$ cat src/design/iss_pkg.sv
// package of constants and types for the two-wire slave block
//
// What this block does
// byte done flag is low while a byte moves, high after the ninth clock
// address match flag follows equality of received and own address
// start is data falling while clock stays high
// bus busy sets on start and clears on stop
// direction bit one means transmit, zero means receive
// after eight received bits the ack control bit is driven on clock nine
// the bit after the seven address bits lands in the read/write flag
// read/write one means slave sends, zero means slave receives
// with wake enable set, an address match raises the wake output
// as sender, data line on clock nine goes into the ack received flag
// sender keeps sending while acked, releases data on a missing ack
// first seven bits after start, msb first, compared; match requests irq
// on address match a low ack is driven as ninth bit
// after a match clock is held low until data write or dummy read
// bytes are eight bits, msb first, through the shared data register
// the receiving party returns a low ack before the next byte
// only the master makes start and ends an unacked call with stop
// one irq shared by match, byte done and timeout, told apart by flags
// slave works only with mode field 110 and enable set
// own address is bits 7 to 1 of the address register, bit 0 inert
// enable rising in slave mode resets flags, keeps direction and ack control bits
// irq is a level held until the source is serviced
`default_nettype none
package iss_pkg;
    // register byte offsets
    localparam logic [7:0] OFF_CTRL = 8'h00;
    localparam logic [7:0] OFF_STAT = 8'h04;
    localparam logic [7:0] OFF_ADDR = 8'h08;
    localparam logic [7:0] OFF_DATA = 8'h0C;
    localparam logic [7:0] OFF_TOUT = 8'h10;
    // field positions
    localparam int CTRL_EN = 1;
    localparam int STAT_DIR = 4;
    localparam int STAT_ACKS = 3;
    localparam int STAT_WAKE = 1;
    localparam int TOUT_FLAG = 6;
    localparam int TOUT_IRQEN = 0;
    // values after reset and codes
    localparam logic [2:0] MODE_RESET = 3'h7;
    localparam logic [2:0] MODE_SLAVE = 3'h6;
    localparam logic [7:0] STAT_RESET = 8'h81;
    localparam logic [7:0] ADDR_RESET = 8'h00;
    localparam logic [3:0] LAST_BIT = 4'h7;
    localparam logic [3:0] BYTE_BITS = 4'h8;
    localparam logic [2:0] SIZE_WORD = 3'h2;

    // protocol states, gray along address, ack, hold, transmit path
    typedef enum logic [2:0] {
        ISS_IDLE = 3'b000,
        ISS_ADDR = 3'b001,
        ISS_ACK = 3'b011,
        ISS_HOLD = 3'b010,
        ISS_TX = 3'b110,
        ISS_TACK = 3'b111,
        ISS_RX = 3'b101,
        ISS_WSTOP = 3'b100
    } iss_state_t;

    // all state of the block
    typedef struct packed {
        logic [2:0] mode;
        logic en;
        logic en_prev;
        logic byte_done;
        logic addr_match;
        logic busy;
        logic dir;
        logic ack_send;
        logic rw;
        logic wake_en;
        logic ack_rcv;
        logic [7:0] own;
        logic [7:0] data;
        logic [7:0] shreg;
        logic tout_flag;
        logic irq_en;
        logic irq_pend;
        logic wake;
        iss_state_t st;
        logic [3:0] cnt;
        logic ackbit;
        logic sda_drv;
        logic scl_hold;
        logic [2:0] scl_sy;
        logic [2:0] sda_sy;
        logic dp_wr;
        logic dp_rd;
        logic rd_ready;
        logic [7:0] dp_addr;
        logic [31:0] rdata;
    } iss_regs_t;
endpackage : iss_pkg
`default_nettype wire

$ cat src/design/iss_slave.sv
// two-wire bus slave with status register and ahb-lite register access
`default_nettype none
module iss_slave (
    input wire logic clock,
    input wire logic rst_n,
    input wire logic hsel,
    input wire logic [31:0] haddr,
    input wire logic [1:0] htrans,
    input wire logic hwrite,
    input wire logic [2:0] hsize,
    input wire logic hready,
    input wire logic [31:0] hwdata,
    output logic [31:0] hrdata,
    output logic hreadyout,
    output logic hresp,
    input wire logic scl_in,
    output logic scl_out,
    output logic scl_oe_n,
    input wire logic sda_in,
    output logic sda_out,
    output logic sda_oe_n,
    input wire logic timeout_event,
    output logic irq,
    output logic wake
);
    iss_pkg::iss_regs_t s;
    iss_pkg::iss_regs_t next_s;

    logic active;
    logic scl_s;
    logic scl_p;
    logic sda_s;
    logic sda_p;
    logic rise;
    logic fall;
    logic start;
    logic stop;
    logic data_wr;
    logic data_rd;
    logic addr_hit;

    // read view of a register, used by the ahb read path
    function automatic logic [7:0] reg_view(
        input iss_pkg::iss_regs_t r,
        input logic [7:0] off
    );
        logic [7:0] v;
        v = 8'h00;
        unique case (off)
            iss_pkg::OFF_CTRL: v = {r.mode, 3'b000, r.en, 1'b0};
            iss_pkg::OFF_STAT: v = {r.byte_done, r.addr_match, r.busy,
                r.dir, r.ack_send, r.rw, r.wake_en, r.ack_rcv};
            iss_pkg::OFF_ADDR: v = r.own;
            iss_pkg::OFF_DATA: v = r.data;
            iss_pkg::OFF_TOUT: v = {1'b0, r.tout_flag, 5'b00000, r.irq_en};
            default: v = 8'h00;
        endcase
        return v;
    endfunction : reg_view

    // sampled pin levels and bus conditions
    assign scl_s = s.scl_sy[1];
    assign scl_p = s.scl_sy[2];
    assign sda_s = s.sda_sy[1];
    assign sda_p = s.sda_sy[2];
    assign rise = scl_s && !scl_p;
    assign fall = !scl_s && scl_p;
    assign start = scl_s && scl_p && sda_p && !sda_s;
    assign stop = scl_s && scl_p && !sda_p && sda_s;
    assign active = (s.mode == iss_pkg::MODE_SLAVE) && s.en;
    assign addr_hit = (s.shreg[6:0] == s.own[7:1]);
    // software service of the shared data register
    assign data_wr = s.dp_wr && (s.dp_addr == iss_pkg::OFF_DATA);
    assign data_rd = s.dp_rd && !s.rd_ready &&
        (s.dp_addr == iss_pkg::OFF_DATA);

    // next state of bus slave, registers and protocol engine
    always_comb begin
        next_s = s;
        next_s.scl_sy = {s.scl_sy[1:0], scl_in};
        next_s.sda_sy = {s.sda_sy[1:0], sda_in};
        next_s.en_prev = s.en;

        // ahb data phase: writes land now, reads wait one cycle
        if (s.dp_rd && !s.rd_ready) begin
            next_s.rdata = {24'h00_0000, reg_view(s, s.dp_addr)};
            next_s.rd_ready = 1'b1;
        end
        if (s.dp_wr) begin
            unique case (s.dp_addr)
                iss_pkg::OFF_CTRL: begin
                    next_s.mode = hwdata[7:5];
                    next_s.en = hwdata[iss_pkg::CTRL_EN];
                end
                iss_pkg::OFF_STAT: begin
                    next_s.dir = hwdata[iss_pkg::STAT_DIR];
                    next_s.ack_send = hwdata[iss_pkg::STAT_ACKS];
                    next_s.wake_en = hwdata[iss_pkg::STAT_WAKE];
                end
                iss_pkg::OFF_ADDR: next_s.own = hwdata[7:0];
                iss_pkg::OFF_DATA: next_s.data = hwdata[7:0];
                iss_pkg::OFF_TOUT: begin
                    if (!hwdata[iss_pkg::TOUT_FLAG]) begin
                        next_s.tout_flag = 1'b0;
                    end
                    next_s.irq_en = hwdata[iss_pkg::TOUT_IRQEN];
                end
                default: begin
                end
            endcase
        end
        // new address phase once the bus is ready
        if (hready) begin
            next_s.dp_wr = 1'b0;
            next_s.dp_rd = 1'b0;
            next_s.rd_ready = 1'b0;
            if (hsel && htrans[1] && hsize == iss_pkg::SIZE_WORD) begin
                next_s.dp_wr = hwrite;
                next_s.dp_rd = !hwrite;
                next_s.dp_addr = haddr[7:0];
            end
        end

        // servicing the data register drops the held request
        if (data_wr || data_rd) begin
            next_s.irq_pend = 1'b0;
        end

        // enable rising in slave mode restores the flags
        if (s.en && !s.en_prev && s.mode == iss_pkg::MODE_SLAVE) begin
            next_s.byte_done = iss_pkg::STAT_RESET[7];
            next_s.addr_match = 1'b0;
            next_s.busy = 1'b0;
            next_s.rw = 1'b0;
            next_s.ack_rcv = iss_pkg::STAT_RESET[0];
            next_s.st = iss_pkg::ISS_IDLE;
        end else if (!active) begin
            next_s.st = iss_pkg::ISS_IDLE;
            next_s.sda_drv = 1'b0;
            next_s.scl_hold = 1'b0;
        end else if (start) begin
            next_s.busy = 1'b1;
            next_s.st = iss_pkg::ISS_ADDR;
            next_s.cnt = 4'h0;
            next_s.byte_done = 1'b0;
            next_s.addr_match = 1'b0;
            next_s.sda_drv = 1'b0;
            next_s.scl_hold = 1'b0;
        end else if (stop) begin
            next_s.busy = 1'b0;
            next_s.st = iss_pkg::ISS_IDLE;
            next_s.sda_drv = 1'b0;
            next_s.scl_hold = 1'b0;
        end else begin
            unique case (s.st)
                iss_pkg::ISS_IDLE: begin
                end
                // address bits msb first, then the read/write bit
                iss_pkg::ISS_ADDR: begin
                    if (rise) begin
                        next_s.shreg = {s.shreg[6:0], sda_s};
                        next_s.cnt = s.cnt + 4'h1;
                        if (s.cnt == iss_pkg::LAST_BIT) begin
                            if (addr_hit) begin
                                next_s.addr_match = 1'b1;
                                next_s.rw = sda_s;
                                next_s.irq_pend = 1'b1;
                                next_s.ackbit = 1'b0;
                                next_s.cnt = 4'h0;
                                next_s.st = iss_pkg::ISS_ACK;
                                if (s.wake_en) begin
                                    next_s.wake = 1'b1;
                                end
                            end else begin
                                next_s.addr_match = 1'b0;
                                next_s.st = iss_pkg::ISS_WSTOP;
                            end
                        end
                    end
                end
                // ninth clock: drive ack, then hold clock low
                iss_pkg::ISS_ACK: begin
                    if (fall) begin
                        if (s.cnt == 4'h0) begin
                            next_s.sda_drv = !s.ackbit;
                            next_s.cnt = 4'h1;
                        end else begin
                            next_s.sda_drv = 1'b0;
                            next_s.byte_done = 1'b1;
                            next_s.irq_pend = 1'b1;
                            next_s.scl_hold = 1'b1;
                            next_s.st = iss_pkg::ISS_HOLD;
                        end
                    end
                end
                // clock stretched until software services the data
                iss_pkg::ISS_HOLD: begin
                    if (s.dir && data_wr) begin
                        next_s.shreg = hwdata[7:0];
                        next_s.sda_drv = !hwdata[7];
                        next_s.scl_hold = 1'b0;
                        next_s.byte_done = 1'b0;
                        next_s.cnt = 4'h0;
                        next_s.st = iss_pkg::ISS_TX;
                    end else if (!s.dir && data_rd) begin
                        next_s.scl_hold = 1'b0;
                        next_s.byte_done = 1'b0;
                        next_s.cnt = 4'h0;
                        next_s.st = iss_pkg::ISS_RX;
                    end
                end
                // shift out msb first, new bit after each falling edge
                iss_pkg::ISS_TX: begin
                    if (rise) begin
                        next_s.cnt = s.cnt + 4'h1;
                    end else if (fall) begin
                        if (s.cnt == iss_pkg::BYTE_BITS) begin
                            next_s.sda_drv = 1'b0;
                            next_s.st = iss_pkg::ISS_TACK;
                        end else begin
                            next_s.shreg = {s.shreg[6:0], 1'b0};
                            next_s.sda_drv = !s.shreg[6];
                        end
                    end
                end
                // ninth clock as sender: sample the master's ack
                iss_pkg::ISS_TACK: begin
                    if (rise) begin
                        next_s.ack_rcv = sda_s;
                    end else if (fall) begin
                        next_s.byte_done = 1'b1;
                        next_s.irq_pend = 1'b1;
                        if (s.ack_rcv) begin
                            next_s.st = iss_pkg::ISS_WSTOP;
                        end else begin
                            next_s.scl_hold = 1'b1;
                            next_s.st = iss_pkg::ISS_HOLD;
                        end
                    end
                end
                // shift in msb first, byte lands in the data register
                iss_pkg::ISS_RX: begin
                    if (rise) begin
                        next_s.shreg = {s.shreg[6:0], sda_s};
                        next_s.cnt = s.cnt + 4'h1;
                        if (s.cnt == iss_pkg::LAST_BIT) begin
                            next_s.data = {s.shreg[6:0], sda_s};
                            next_s.ackbit = s.ack_send;
                            next_s.cnt = 4'h0;
                            next_s.st = iss_pkg::ISS_ACK;
                        end
                    end
                end
                // lines released, waiting for stop or a new start
                iss_pkg::ISS_WSTOP: begin
                end
            endcase
        end

        // wake drops in the same cycle as its enable, never lags it
        if (!next_s.wake_en) begin
            next_s.wake = 1'b0;
        end
        // timeout source sets its flag last so the set wins
        if (timeout_event) begin
            next_s.tout_flag = 1'b1;
        end
    end

    // state register with synchronous reset
    always_ff @(posedge clock) begin
        if (!rst_n) begin
            s <= '0;
            s.mode <= iss_pkg::MODE_RESET;
            s.byte_done <= iss_pkg::STAT_RESET[7];
            s.ack_rcv <= iss_pkg::STAT_RESET[0];
            s.own <= iss_pkg::ADDR_RESET;
            s.st <= iss_pkg::ISS_IDLE;
            s.scl_sy <= 3'b111;
            s.sda_sy <= 3'b111;
        end else begin
            s <= next_s;
        end
    end

    // pins drive low only, enables come from flip-flops
    assign scl_out = 1'b0;
    assign sda_out = 1'b0;
    assign scl_oe_n = !s.scl_hold;
    assign sda_oe_n = !s.sda_drv;
    assign hrdata = s.rdata;
    assign hresp = 1'b0;
    assign hreadyout = !(s.dp_rd && !s.rd_ready);
    assign irq = s.irq_en && (s.irq_pend || s.tout_flag);
    assign wake = s.wake;
endmodule : iss_slave
`default_nettype wire

$ cat config.mk
export PLATFORM = sky130hd
export DESIGN_NAME = iss_slave
export DESIGN_NICKNAME = d
export VERILOG_FILES = /design/src/design/iss_pkg.sv /design/src/design/iss_slave.sv
export SDC_FILE = /design/constraint.sdc
export NUM_CORES = 1
export LEC_CHECK = 0
export BUFFER_PORTS_ARGS = -buffer_cell sky130_fd_sc_hd__buf_2
export CAP_MARGIN = 0
export CORE_UTILIZATION = 30
export CTS_CLUSTER_DIAMETER = 80
export DETAILED_ROUTE_END_ITERATION = 10
export HOLD_SLACK_MARGIN = 0.02
export PLACE_DENSITY = 0.62
export SLEW_MARGIN = 30
export SYNTH_ARGS = -nofsm -noshare
export SYNTH_HDL_FRONTEND = slang
export SYNTH_SLANG_ARGS = --single-unit
$ cat constraint.sdc
create_clock -name clock -period 6.36 [get_ports clock]
set_clock_uncertainty 0.15 [all_clocks]
set_input_delay 0.318 -clock clock [delete_from_list [all_inputs] [get_ports clock]]
set_output_delay 0.318 -clock clock [all_outputs]
set_load 0.01 [all_outputs]
# [Word-level counts from Yosys, hierarchy flattened]
# Index checks and enable logic that the tools add are counted.
# Widths: inputs -> output; s select.
[totals] register_bits=76 elab_cells=261
[classes] add_sub_neg=1 n_eq_ne=64 muxes=88 bitwise_logic=5 n_reduce_logical=72
[ops] operator="$mux 8" count=11
[ops] operator="$mux 16" count=5
[ops] operator="$ne 4x4->1 const B" count=12
[ops] operator="$ne 5x5->1 const B" count=9
[ops] operator="$pmux 8 s5" count=1
[ops] operator="$pmux 8 s4" count=1
[ops] operator="$mux 1" count=31
[ops] operator="$ne 2x2->1 const B" count=15
[ops] operator="$mux 3" count=9
[ops] operator="$ne 3x3->1 const B" count=9
[ops] operator="$mux 2" count=13
[ops] operator="$reduce_and 13->1" count=2
[ops] operator="$mux 7" count=3
[ops] operator="$mux 10" count=2
[ops] operator="$pmux 4 s5" count=1
[ops] operator="$reduce_and 10->1" count=2
[ops] operator="$logic_and 1x1->1" count=18
[ops] operator="$pmux 3 s6" count=1
[ops] operator="$eq 8x4->1 const B" count=2
[ops] operator="$reduce_and 8->1" count=2
[ops] operator="$mux 5" count=3
[ops] operator="$logic_not 1->1" count=14
[ops] operator="$reduce_and 2->1" count=7
[ops] operator="$reduce_bool 2->1" count=7
[ops] operator="other kinds (31)" count=50

# [Longest topological paths before layout]
# Gate-level depths: netlist (run 1).
[depth] depth_word=13 mapped_depth=9 mapped_depth_nobuf=8

# [Worst setup path before layout (run 1)]
# OpenSTA, ideal clock, no wires.
[synth_timing] kind="register -> register" startpoint="reg s[52] (netlist bit)" endpoint="reg s[54] (netlist bit)" setup_time_ps=71 arrival_ps=2058 required_ps=6139 path_slack_ps=4082 stages_incl_launch_ff=9 path_buffers=0 period_less_slack_ps=2278 path_cell_list="dfxtp_1 > inv_1 > ha_1 > or4b_4 > nor3_1 > a221oi_1 > a211o_1 > or4_1 > a21oi_1"
[synth_via] elab_chain_len=7 elab_cells_between_ends=14
[synth_lines] item="from (decl)" line_no="iss_slave.sv:26" source="iss_pkg::iss_regs_t s;"
[synth_lines] item="from (signal assigned)" line_no="iss_slave.sv:282" source="s <= next_s;"
[synth_lines] item="$add 4x1->4" line_no="iss_slave.sv:162, iss_slave.sv:215, iss_slave.sv:245"
[synth_lines] item="$mux 5" line_no="iss_slave.sv:164" source="if (addr_hit) begin"
[synth_lines] item="$mux 10" line_no="iss_slave.sv:163" source="if (s.cnt == iss_pkg::LAST_BIT) begin"
[synth_lines] item="$mux 10" line_no="iss_slave.sv:160" source="if (rise) begin"
[synth_lines] item="$pmux 4 s5" line_no="iss_slave.sv:155" source="unique case (s.st)"
[synth_lines] item="$mux 5" line_no="iss_slave.sv:149" source="end else if (stop) begin"
[synth_lines] item="$mux 5" line_no="iss_slave.sv:141" source="end else if (start) begin"
# Several ways; a longest one is shown, not always the timed one. The select of a mux whose other input is x is not followed.
# A chain may end at the register's enable or synchronous reset.

# [Worst setup path in the final report (run 1)]
[layout_timing] startpoint="reg s[57] (netlist bit)" endpoint="reg s[64] (netlist bit)"
[layout_via] elab_chain_len=3 elab_cells_between_ends=13
[layout_lines] item="$eq 3x3->1, or another cell as far along" line_no="iss_slave.sv:155"
[layout_lines] item="$reduce_bool 4->1 (no source line) / $ne 2x2->1 (equally long branches)"
[layout_lines] item="$reduce_and 11->1 (no source line)"
# Several ways; a longest one is shown, not always the timed one.

==> metrics.txt, run 1 <==
# TYPE chip_impl_metric gauge
chip_impl_info{name="outcome",value="finished, final reports clean"} 1
chip_impl_metric{name="cts.sink_count",unit=""} 75
chip_impl_metric{name="die_w",unit="um"} 119
chip_impl_metric{name="gp_congestion",unit=""} 0.891
chip_impl_metric{name="diodes",unit=""} 0
chip_impl_metric{name="die_area",unit="um2"} 14100
chip_impl_metric{name="htree_num_levels",unit=""} 3
chip_impl_metric{name="synth.yosys.seq_area_share",unit="%"} 36.8
chip_impl_info{name="yosysTopAreaCell",value="dfxtp_1"} 1
chip_impl_metric{name="maxCapViolations",unit=""} 0
chip_impl_metric{name="final_core_util",unit="%"} 34.7
chip_impl_metric{name="postSynth.asyncResetShare",unit="%"} 0
chip_impl_metric{name="vdd_drop_max",unit="uV"} 124
chip_impl_metric{name="yosys.area.top_type_share",unit="%"} 36.8
chip_impl_metric{name="clk_path_buf_depth",unit=""} 2
chip_impl_info{name="netlist_top_cells_area",value="dfxtp_1 37%, mux2i_1 8.6%, buf_4 6.4%"} 1
chip_impl_metric{name="drive_gt1_share",unit="%"} 14.4
chip_impl_metric{name="final_max_slew_viol_count",unit=""} 0
chip_impl_metric{name="yosysUniqueCellTypes",unit=""} 64
chip_impl_metric{name="syn_inst",unit=""} 479
chip_impl_metric{name="route.layer.met1.wl",unit="um"} 4660
chip_impl_metric{name="globalRouteOverflowTotal",unit=""} 0
chip_impl_metric{name="worst_path_largest_cell_delay",unit="ns"} 0.79
chip_impl_info{name="timing.critical_path.from_type",value="flip-flop"} 1
chip_impl_metric{name="timing.fmax",unit="MHz"} 351
chip_impl_metric{name="groute.usage.overall",unit="%"} 15.3
chip_impl_metric{name="rows",unit=""} 42
chip_impl_metric{name="pwr_density_cell",unit="nW/um2"} 233
chip_impl_metric{name="total_leakage_power",unit="nW"} 1.87
chip_impl_metric{name="cts_buffers",unit=""} 9
chip_impl_info{name="dominantRegCellSynth",value="dfxtp_1"} 1
chip_impl_metric{name="synthesis.area_per_instance",unit="um2"} 8.51
chip_impl_metric{name="grt_antenna_before_repair",unit=""} 1
chip_impl_info{name="critical-path-top-delay-family",value="simple AND/OR/NAND/NOR gates"} 1
chip_impl_metric{name="timing.critical_path.fanout_max",unit=""} 17
chip_impl_metric{name="reg2reg_setup_slack",unit="ns"} 3.51
chip_impl_metric{name="post_layout_nonfiller_instances",unit=""} 682
chip_impl_metric{name="worstRegToRegCells",unit=""} 5
chip_impl_metric{name="maxSlewHeadroom",unit="%"} 38.5
chip_impl_metric{name="hold_path_depth",unit=""} 2
chip_impl_metric{name="io_pins",unit=""} 117
chip_impl_info{name="ctsRootBufferMaster",value="clkbuf_16"} 1
chip_impl_info{name="cts_tree",value="done"} 1
chip_impl_metric{name="hold_viol_final",unit=""} 0
chip_impl_info{name="worstHoldPathType",value="input pin to flip-flop"} 1
chip_impl_info{name="route.top_layer_used",value="met5"} 1
chip_impl_metric{name="drt-total-wl",unit="um"} 10500
chip_impl_metric{name="port_buffers",unit=""} 40
chip_impl_metric{name="initial_utilization",unit="%"} 30.8
chip_impl_metric{name="post_drt_wl_per_cell",unit="um"} 15.4
chip_impl_metric{name="maximum_number_of_pins_on_one_net_before_global_route_repair",unit=""} 56
chip_impl_metric{name="setup_viol_count_final",unit=""} 0
chip_impl_info{name="worst-setup-path-type",value="flip-flop to flip-flop"} 1
chip_impl_metric{name="chipHeight",unit="um"} 119
chip_impl_metric{name="first_global_vias",unit=""} 3301
chip_impl_metric{name="met3RoutedLength",unit="um"} 735
chip_impl_metric{name="fin_crit_sh",unit="%"} 44.8
chip_impl_metric{name="mappedNetlistArea",unit="um2"} 4080
chip_impl_metric{name="worst-endpoint-arrival",unit="ns"} 2.92
chip_impl_metric{name="cts_resized",unit=""} 0
chip_impl_metric{name="placed_cells",unit=""} 665
chip_impl_metric{name="min_period",unit="ns"} 2.85
chip_impl_metric{name="final.fill_count",unit=""} 1376
chip_impl_metric{name="tns",unit="ns"} 0
chip_impl_metric{name="synth.ff_latch_count",unit=""} 75
chip_impl_metric{name="count_of_flip_flops_with_a_built_in_enable_after_synthesis",unit=""} 0
chip_impl_metric{name="synthesis.yosys.warnings",unit=""} 0
chip_impl_metric{name="worst-path-stages",unit=""} 5
chip_impl_info{name="grt_setup_unrepaired",value="no"} 1
chip_impl_metric{name="critPathRequiredTime",unit="ns"} 6.44
chip_impl_metric{name="met2WireLength",unit="um"} 4870
chip_impl_metric{name="worstSkewPairLatency",unit="ns"} 0.34
chip_impl_metric{name="area_growth_syn_to_layout",unit="%"} 12.7
chip_impl_metric{name="detailed_place_hpwl",unit="um"} 7560
chip_impl_metric{name="dr.pass1.iters",unit=""} 4
chip_impl_metric{name="fp.coreArea",unit="um2"} 13200
chip_impl_info{name="crit_slowest_cell",value="nor3_2"} 1
chip_impl_metric{name="dr_total_vias",unit=""} 3521
chip_impl_info{name="timing.critical_path.cells",value="nor2b_1 > a22oi_1 > nor3_2 > nor2_1 > a211oi_1"} 1
chip_impl_metric{name="clk_pin_slew",unit="ns"} 0.06
chip_impl_metric{name="total_power",unit="mW"} 1.07
chip_impl_metric{name="drtIter0Drc",unit=""} 261
chip_impl_metric{name="viasPerCell",unit=""} 5.16
chip_impl_metric{name="route.antenna.remaining_nets",unit=""} 0
chip_impl_metric{name="drc",unit=""} 0
chip_impl_metric{name="nets",unit=""} 580
chip_impl_info{name="endpoint_kind",value="flip-flop"} 1
chip_impl_metric{name="critical_path.n_buffers_inverters",unit=""} 0
chip_impl_metric{name="first_pass_grt_wire_length",unit="um"} 17100
chip_impl_metric{name="measured_slew_at_the_worst_slew_check_pin",unit="ns"} 0.918
[cells in the mapped netlist (all sizes together), types with 3 or more instances]
cell / n
xor2: 4
a221oi: 5
nor3: 13
o211ai: 3
o21ai: 17
or3: 3
xnor2: 4
nand4b: 3
a22o: 4
buf: 41
o22ai: 4
a21oi: 19
nor4: 3
o21a: 4
dfxtp: 75
clkbuf: 16
nor2: 64
a211oi: 15
nand2: 36
nand3: 14
a21o: 3
inv: 17
nor2b: 5
or4: 3
mux2i: 35
a22oi: 7
mux4: 4
o31a: 3
nand2b: 12
nor3b: 3
nand3b: 3
[final cells by class]
cell class	instances	area [um2]	area share (%)
Timing Repair Buffer	42	218	4.74
Clock inverter	5	85.1	1.85
Multi-Input combinational cell	356	2260	49.2
Tap cell	176	220	4.79
Inverter	17	65.1	1.42
Sequential cell	75	1500	32.7
Clock buffer	11	243	5.28
[logic make-up (layout without fill, tap and decap cells)]
| family | Yosys count | count (layout) | synth area share, % |
|---|---|---|---|
| adder cells (fa/ha/maj) | 2 | 2 | 0.614 |
| multiplexers | 41 | 41 | 11.4 |
| other | 1 | 27 | 0.0920 |
| XOR/XNOR | 8 | 8 | 1.72 |
| flip-flops | 75 | 75 | 36.8 |
| buffers and inverters | 74 | 75 | 10.2 |
| AND/OR/NAND/NOR | 175 | 175 | 21.6 |
| AO/OA/AOI/OAI | 103 | 103 | 17.6 |
[power breakdown]
group / switching (mW) / internal, mW / total [mW]
Sequential: 0.00312 / 0.472 / 0.476
Clock: 0.199 / 0.356 / 0.555
Combinational: 0.0289 / 0.0125 / 0.0414
Total: 0.231 / 0.841 / 1.07
[worst reg2reg max path: stages (launching register included)]
cell and delay (ns):
dfxtp_1 0.67, nor2b_1 0.55, a22oi_1 0.20, nor3_2 0.79
nor2_1 0.12, a211oi_1 0.25
[layer usage]
layer  global-route usage (%)  vias to the layer above
li1                         -                     1696
met1                     20.1                     1656
met2                     24.2                      149
met3                     3.76                       18
met4                     5.85                        2
met5                        0                        -
[stage by stage]
| stage | worst slack, ns | cell area [um2] | hold WS, ns |
|---|---|---|---|
| after floorplan | 4.08 | 4170 | 0.236 |
| after global placement | 3.26 | 4250 | 0.247 |
| after detailed placement | 3.52 | 4260 | 0.248 |
| after CTS | 3.54 | 4590 | 0.0307 |
| after global routing | 3.34 | 4590 | 0.0510 |
| final | 3.51 | 4590 | 0.0357 |
[final timing paths]
kind / from / to
setup / recovery: s[57]$_SDFFE_PP0P_ / s[64]$_SDFFE_PN0P_
hold / removal: sda_in / next_s[44]$_SDFF_PN1_
setup reg to reg: s[57]$_SDFFE_PP0P_ / s[64]$_SDFFE_PN0P_
hold reg to reg: next_s[47]$_SDFF_PN1_ / next_s[48]$_SDFF_PN1_
[state kept, by name, indices dropped and copies added, names as in the netlist]
signal and flops:
s 61, hrdata 8, next_s 5, wake 1
[cell usage in the layout, fill, tap and decap left out, types with 12 or more instances in the layout]
master    instances
buf_2            40
nor2_1           62
nand2_1          36
dfxtp_1          75
conb_1           27
a21oi_1          19
o21ai_0          15
a211oi_1         15
mux2i_1          35
inv_1            14
nand2b_1         12
nand3_1          14
[what timing repair did]
action | 4_1_cts | 5_1_grt
hold endpoints to repair | 1 | 0
hold buffers | 1 | 0
buffers inserted | 0 | 0
setup endpoints to repair | 0 | 0
No activity file was read; power rests on OpenSTA's default activity.
==> run 2: changes to the inputs <==
clock period = 2.68 ns   (was 6.36 ns; I/O delays follow)
==> metrics.txt, run 2 (same netlist as run 1, synthesis figures left out) <==
# TYPE chip_impl_metric gauge
chip_impl_info{name="outcome",value="finished, final reports clean"} 1
chip_impl_metric{name="dr.pass1.iters",unit=""} 4
chip_impl_info{name="worstHoldPathType",value="flip-flop to flip-flop"} 1
chip_impl_metric{name="hold_viol_final",unit=""} 0
chip_impl_info{name="largest-register",value="s"} 1
chip_impl_metric{name="nets",unit=""} 616
chip_impl_info{name="layout_common_cells",value="75 x dfxtp_1, 62 x nor2_1, 40 x buf_2"} 1
chip_impl_metric{name="route.antenna.remaining_nets",unit=""} 0
chip_impl_metric{name="worst-endpoint-arrival",unit="ns"} 2.66
chip_impl_metric{name="dr_total_vias",unit=""} 3597
chip_impl_metric{name="first_pass_grt_wire_length",unit="um"} 18000
chip_impl_info{name="ctsRootBufferMaster",value="clkbuf_16"} 1
chip_impl_metric{name="first_global_vias",unit=""} 3402
chip_impl_metric{name="fin_crit_sh",unit="%"} 94.6
chip_impl_metric{name="cts_buffers",unit=""} 9
chip_impl_metric{name="pwr_density_cell",unit="nW/um2"} 509
chip_impl_metric{name="detailed_place_hpwl",unit="um"} 7840
chip_impl_metric{name="dpl-instance-area",unit="um2"} 4360
chip_impl_info{name="worst-setup-path-type",value="flip-flop to flip-flop"} 1
chip_impl_metric{name="total_leakage_power",unit="nW"} 2.02
chip_impl_metric{name="clk_path_buf_depth",unit=""} 2
chip_impl_metric{name="htree_num_levels",unit=""} 3
chip_impl_metric{name="total_power",unit="mW"} 2.49
chip_impl_metric{name="cts.sink_count",unit=""} 75
chip_impl_metric{name="drtIter0Drc",unit=""} 259
chip_impl_metric{name="drc",unit=""} 0
chip_impl_metric{name="fp.coreArea",unit="um2"} 13200
chip_impl_metric{name="port_buffers",unit=""} 40
chip_impl_metric{name="min_period",unit="ns"} 2.54
chip_impl_metric{name="initial_utilization",unit="%"} 30.8
chip_impl_metric{name="maxSlewHeadroom",unit="%"} 47.1
chip_impl_metric{name="preCtsSetupSlack",unit="ns"} 0.127
chip_impl_metric{name="reg2reg_setup_slack",unit="ns"} 0.14
chip_impl_metric{name="drt-total-wl",unit="um"} 11000
chip_impl_info{name="grt_setup_unrepaired",value="no"} 1
chip_impl_metric{name="rows",unit=""} 42
chip_impl_info{name="critical-path-top-delay-family",value="simple AND/OR/NAND/NOR gates"} 1
chip_impl_metric{name="worstSkewPairLatency",unit="ns"} 0.34
chip_impl_info{name="setup.worst_path.start",value="s[52]$_SDFFE_PN0P_"} 1
chip_impl_metric{name="finalInstanceArea",unit="um2"} 4890
chip_impl_metric{name="largest_reg_flops",unit=""} 61
chip_impl_metric{name="maxCapViolations",unit=""} 0
chip_impl_metric{name="measured_slew_at_the_worst_slew_check_pin",unit="ns"} 0.786
chip_impl_metric{name="fin_ws",unit="ns"} 0.144
chip_impl_metric{name="drive_gt1_share",unit="%"} 16.2
chip_impl_metric{name="tns",unit="ns"} 0
chip_impl_info{name="crit_slowest_cell",value="or4b_4"} 1
chip_impl_metric{name="viasPerCell",unit=""} 5.01
chip_impl_metric{name="clk_pin_slew",unit="ns"} 0.06
chip_impl_metric{name="post_drt_wl_per_cell",unit="um"} 15.4
chip_impl_metric{name="worst_path_largest_cell_delay",unit="ns"} 0.51
chip_impl_metric{name="area_growth_syn_to_layout",unit="%"} 20.0
chip_impl_metric{name="vdd_drop_max",unit="uV"} 298
chip_impl_metric{name="groute.usage.overall",unit="%"} 16.5
chip_impl_info{name="endpoint_kind",value="flip-flop"} 1
chip_impl_metric{name="maximum_number_of_pins_on_one_net_before_global_route_repair",unit=""} 30
chip_impl_metric{name="gp_congestion",unit=""} 0.880
chip_impl_metric{name="chipHeight",unit="um"} 119
chip_impl_metric{name="critical_path.n_buffers_inverters",unit=""} 1
chip_impl_metric{name="timing.fmax",unit="MHz"} 394
chip_impl_metric{name="worstRegToRegCells",unit=""} 8
chip_impl_metric{name="die_area",unit="um2"} 14100
chip_impl_metric{name="globalRouteOverflowTotal",unit=""} 0
chip_impl_info{name="timing.critical_path.from_type",value="flip-flop"} 1
chip_impl_metric{name="grt_antenna_before_repair",unit=""} 0
chip_impl_metric{name="final_max_slew_viol_count",unit=""} 0
chip_impl_metric{name="diodes",unit=""} 0
chip_impl_info{name="cts_tree",value="done"} 1
chip_impl_info{name="worst_r2r_endpoint",value="s[54]$_SDFFE_PN0P_"} 1
chip_impl_info{name="rr_startpoint",value="s[52]$_SDFFE_PN0P_"} 1
chip_impl_metric{name="final.fill_count",unit=""} 1369
chip_impl_metric{name="io_pins",unit=""} 117
chip_impl_metric{name="timing.critical_path.fanout_max",unit=""} 7
chip_impl_metric{name="die_w",unit="um"} 119
chip_impl_metric{name="setup_viol_count_final",unit=""} 0
chip_impl_metric{name="final_core_util",unit="%"} 36.9
chip_impl_metric{name="critPathRequiredTime",unit="ns"} 2.80
chip_impl_info{name="timing.critical_path.cells",value="inv_1 > ha_1 > or4b_4 > nor3_2 > a221oi_1 > a211o_1 > or4_1 > a21oi_1"} 1
chip_impl_metric{name="worst-path-stages",unit=""} 8
chip_impl_info{name="layout.cells.most_common",value="dfxtp_1"} 1
chip_impl_info{name="critical_path.endpoint",value="s[54]$_SDFFE_PN0P_"} 1
-- run 2: layer usage --
metal  wire length (um)  track usage [%]  up-vias
met2               5160             26.5      114
met1               5080             21.1     1691
met3                565             3.76       17
met4                228             6.88        0
met5                  0                0        -
li1                   -                -     1775
-- run 2: power by group --
group          switching (mW)  total (mW)  internal, mW  leakage [nW]
Combinational          0.0752       0.129        0.0533          1.27
Sequential            0.00661        1.13          1.12         0.606
Clock                   0.504        1.23         0.729         0.148
Total                   0.586        2.49          1.90          2.02
-- run 2: cell type report --
| cell class | instances | area, um2 | share of cell area (%) |
|---|---|---|---|
| Multi-Input combinational cell | 356 | 2260 | 46.2 |
| Sequential cell | 75 | 1500 | 30.7 |
| Timing Repair Buffer | 78 | 543 | 11.1 |
| Clock buffer | 9 | 225 | 4.60 |
| Tap cell | 176 | 220 | 4.50 |
| Clock inverter | 7 | 76.3 | 1.56 |
| Inverter | 17 | 63.8 | 1.30 |
-- run 2: through the flow --
step	hold slack, ns	std cells
after floorplan	0.0570	505
after global placement	0.170	679
after detailed placement	0.173	679
after CTS	0.260	718
after global routing	0.290	718
final	0.256	718
-- run 2: timing repair --
action | 4_1_cts | 5_1_grt
setup buffers | 0 | 0
endpoints found under the hold margin | 35 | 0
hold buffers | 23 | 0
endpoints found under the setup margin | 0 | 1
gates resized for setup | 0 | 1
-- run 2: how the worst min path moves through the flow --
stage / slack (ns) / to / startpoint / cells past startpoint
2_1_floorplan: 0.06 / next_s[44]$_SDFF_PN1_ / rst_n / 1
3_3_place_gp: 0.17 / next_s[47]$_SDFF_PN1_ / scl_in / 2
3_5_place_dp: 0.17 / next_s[47]$_SDFF_PN1_ / scl_in / 2
4_1_cts: 0.26 / next_s[48]$_SDFF_PN1_ / next_s[47]$_SDFF_PN1_ / 1
5_1_grt: 0.29 / next_s[45]$_SDFF_PN1_ / next_s[44]$_SDFF_PN1_ / 1
6_report: 0.26 / next_s[48]$_SDFF_PN1_ / next_s[47]$_SDFF_PN1_ / 1
==> run 3: changes to the inputs <==
CORE_UTILIZATION = 40   (was 30)
PLACE_DENSITY = 0.75   (was 0.62)
==> metrics.txt, run 3 (same netlist as run 1, synthesis figures left out) <==
# TYPE chip_impl_metric gauge
chip_impl_metric{name="worst_path_largest_cell_delay",unit="ns"} 0.51
chip_impl_info{name="layout.cells.most_common",value="dfxtp_1"} 1
chip_impl_metric{name="first_global_vias",unit=""} 3370
chip_impl_metric{name="min_period",unit="ns"} 2.51
chip_impl_metric{name="htree_num_levels",unit=""} 3
chip_impl_metric{name="largest_reg_flops",unit=""} 61
chip_impl_metric{name="dr_total_vias",unit=""} 3720
chip_impl_metric{name="clk_path_buf_depth",unit=""} 2
chip_impl_metric{name="pwr_density_cell",unit="nW/um2"} 473
chip_impl_metric{name="drt-total-wl",unit="um"} 10800
chip_impl_metric{name="fp.coreArea",unit="um2"} 9820
chip_impl_metric{name="maximum_number_of_pins_on_one_net_before_global_route_repair",unit=""} 30
chip_impl_metric{name="maxSlewHeadroom",unit="%"} 51.3
chip_impl_metric{name="worstSkewPairLatency",unit="ns"} 0.36
chip_impl_metric{name="nets",unit=""} 619
chip_impl_metric{name="final_core_util",unit="%"} 48.7
chip_impl_metric{name="grt.met3_usage",unit="%"} 3.93
chip_impl_metric{name="rows",unit=""} 36
chip_impl_metric{name="gr-usage-met2",unit="%"} 34.2
chip_impl_metric{name="groute.usage.overall",unit="%"} 21.3
chip_impl_metric{name="setup_viol_count_final",unit=""} 0
chip_impl_metric{name="initial_utilization",unit="%"} 41.5
chip_impl_metric{name="chipHeight",unit="um"} 103
chip_impl_metric{name="timing.critical_path.fanout_max",unit=""} 7
chip_impl_info{name="cts_tree",value="done"} 1
chip_impl_metric{name="dr.pass1.iters",unit=""} 5
chip_impl_metric{name="critPathRequiredTime",unit="ns"} 2.83
chip_impl_info{name="largest-register",value="s"} 1
chip_impl_info{name="endpoint_kind",value="flip-flop"} 1
chip_impl_metric{name="viasPerCell",unit=""} 5.49
chip_impl_metric{name="hold_viol_final",unit=""} 0
chip_impl_metric{name="post_drt_wl_per_cell",unit="um"} 15.9
chip_impl_metric{name="total_leakage_power",unit="nW"} 1.99
chip_impl_info{name="crit_slowest_cell",value="or4b_4"} 1
chip_impl_metric{name="vdd_drop_max",unit="uV"} 266
chip_impl_metric{name="placed_cells",unit=""} 638
chip_impl_metric{name="measured_slew_at_the_worst_slew_check_pin",unit="ns"} 0.726
chip_impl_metric{name="first_pass_grt_wire_length",unit="um"} 17100
chip_impl_metric{name="post_layout_nonfiller_instances",unit=""} 678
chip_impl_info{name="critical-path-top-delay-family",value="simple AND/OR/NAND/NOR gates"} 1
chip_impl_metric{name="cts_buffers",unit=""} 9
chip_impl_metric{name="reg2reg_setup_slack",unit="ns"} 0.17
chip_impl_metric{name="maxCapViolations",unit=""} 0
chip_impl_metric{name="globalRouteOverflowTotal",unit=""} 0
chip_impl_metric{name="worst-endpoint-arrival",unit="ns"} 2.66
chip_impl_metric{name="drive_gt1_share",unit="%"} 16.1
chip_impl_info{name="grt_setup_unrepaired",value="no"} 1
chip_impl_metric{name="drtIter0Drc",unit=""} 314
chip_impl_metric{name="cts.sink_count",unit=""} 75
chip_impl_metric{name="area_growth_syn_to_layout",unit="%"} 17.4
chip_impl_metric{name="grt_antenna_before_repair",unit=""} 0
chip_impl_info{name="layout_common_cells",value="75 x dfxtp_1, 62 x nor2_1, 40 x buf_2"} 1
chip_impl_metric{name="tns",unit="ns"} 0
chip_impl_metric{name="fin_crit_sh",unit="%"} 93.6
chip_impl_info{name="worstHoldPathType",value="flip-flop to flip-flop"} 1
chip_impl_info{name="outcome",value="finished, final reports clean"} 1
chip_impl_info{name="worst-setup-path-type",value="flip-flop to flip-flop"} 1
chip_impl_info{name="top_usage_layer",value="met2"} 1
chip_impl_info{name="timing.critical_path.from_type",value="flip-flop"} 1
chip_impl_metric{name="io_pins",unit=""} 117
chip_impl_metric{name="clk_pin_slew",unit="ns"} 0.08
chip_impl_metric{name="cts_resized",unit=""} 0
chip_impl_metric{name="critical_path.n_buffers_inverters",unit=""} 1
chip_impl_info{name="ctsRootBufferMaster",value="clkbuf_8"} 1
chip_impl_metric{name="route.antenna.remaining_nets",unit=""} 0
chip_impl_info{name="timing.critical_path.cells",value="inv_1 > ha_1 > or4b_4 > nor3_1 > a221oi_1 > a211o_1 > or4_1 > a21oi_1"} 1
chip_impl_metric{name="die_area",unit="um2"} 10600
chip_impl_metric{name="final_max_slew_viol_count",unit=""} 0
chip_impl_metric{name="diodes",unit=""} 0
chip_impl_metric{name="die_w",unit="um"} 103
chip_impl_metric{name="met1_usage_in_global_routing",unit="%"} 28.6
chip_impl_metric{name="port_buffers",unit=""} 40
chip_impl_metric{name="timing.fmax",unit="MHz"} 399
chip_impl_metric{name="drc",unit=""} 0
chip_impl_metric{name="detailed_place_hpwl",unit="um"} 7670
chip_impl_metric{name="gp_congestion",unit=""} 0.924
## run 3: power by group
part / internal (mW) / switching (mW)
Sequential: 1.12 / 0.00685
Clock: 0.555 / 0.452
Combinational: 0.0537 / 0.0741
Total: 1.73 / 0.533
## run 3: timing repair
action / in CTS / in global routing
buffers inserted: 0 / 0
hold buffers: 24 / 0
hold endpoints to repair: 38 / 0
## run 3: metrics by stage
stage	hold WS, ns	instance area [um2]	power (mW)	setup WS (ns)
floorplan	0.0570	4170	1.24	0.402
global placement	0.173	4320	1.25	0.226
detailed placement	0.170	4320	1.25	0.187
CTS	0.266	4780	2.26	0.173
global route	0.269	4780	2.34	0.0387
finish	0.263	4780	2.26	0.171
## run 3: cell type report
class | instances | area [um2]
Inverter | 17 | 63.8
Fill cell | 953 | 5040
Clock inverter | 5 | 85.1
Multi-Input combinational cell | 356 | 2260
Sequential cell | 75 | 1500
Tap cell | 133 | 166
Timing Repair Buffer | 81 | 568
Clock buffer | 11 | 141
## run 3: worst reg2reg max path, stage by stage, from the launching register on
cell	delay (ns)
dfxtp_1	0.35
inv_1	0.07
ha_1	0.17
or4b_4	0.51
nor3_1	0.23
a221oi_1	0.07
a211o_1	0.33
or4_1	0.42
a21oi_1	0.14
## run 3: routing by layer
layer | up-vias | wire (um) | share of wire [%]
met2 | 164 | 4850 | 45
met3 | 24 | 788 | 7.3
met5 | - | 0 | 0
met4 | 0 | 250 | 2.3
li1 | 1776 | - | -
met1 | 1756 | 4860 | 45
## run 3: worst paths after layout
check | startpoint | endpoint | cells after the start
worst max-delay path | s[52]$_SDFFE_PN0P_ | s[54]$_SDFFE_PN0P_ | 8
worst min-delay path | next_s[47]$_SDFF_PN1_ | next_s[48]$_SDFF_PN1_ | 1
worst max register to register | s[52]$_SDFFE_PN0P_ | s[54]$_SDFFE_PN0P_ | 8
worst min register to register | next_s[47]$_SDFF_PN1_ | next_s[48]$_SDFF_PN1_ | 1
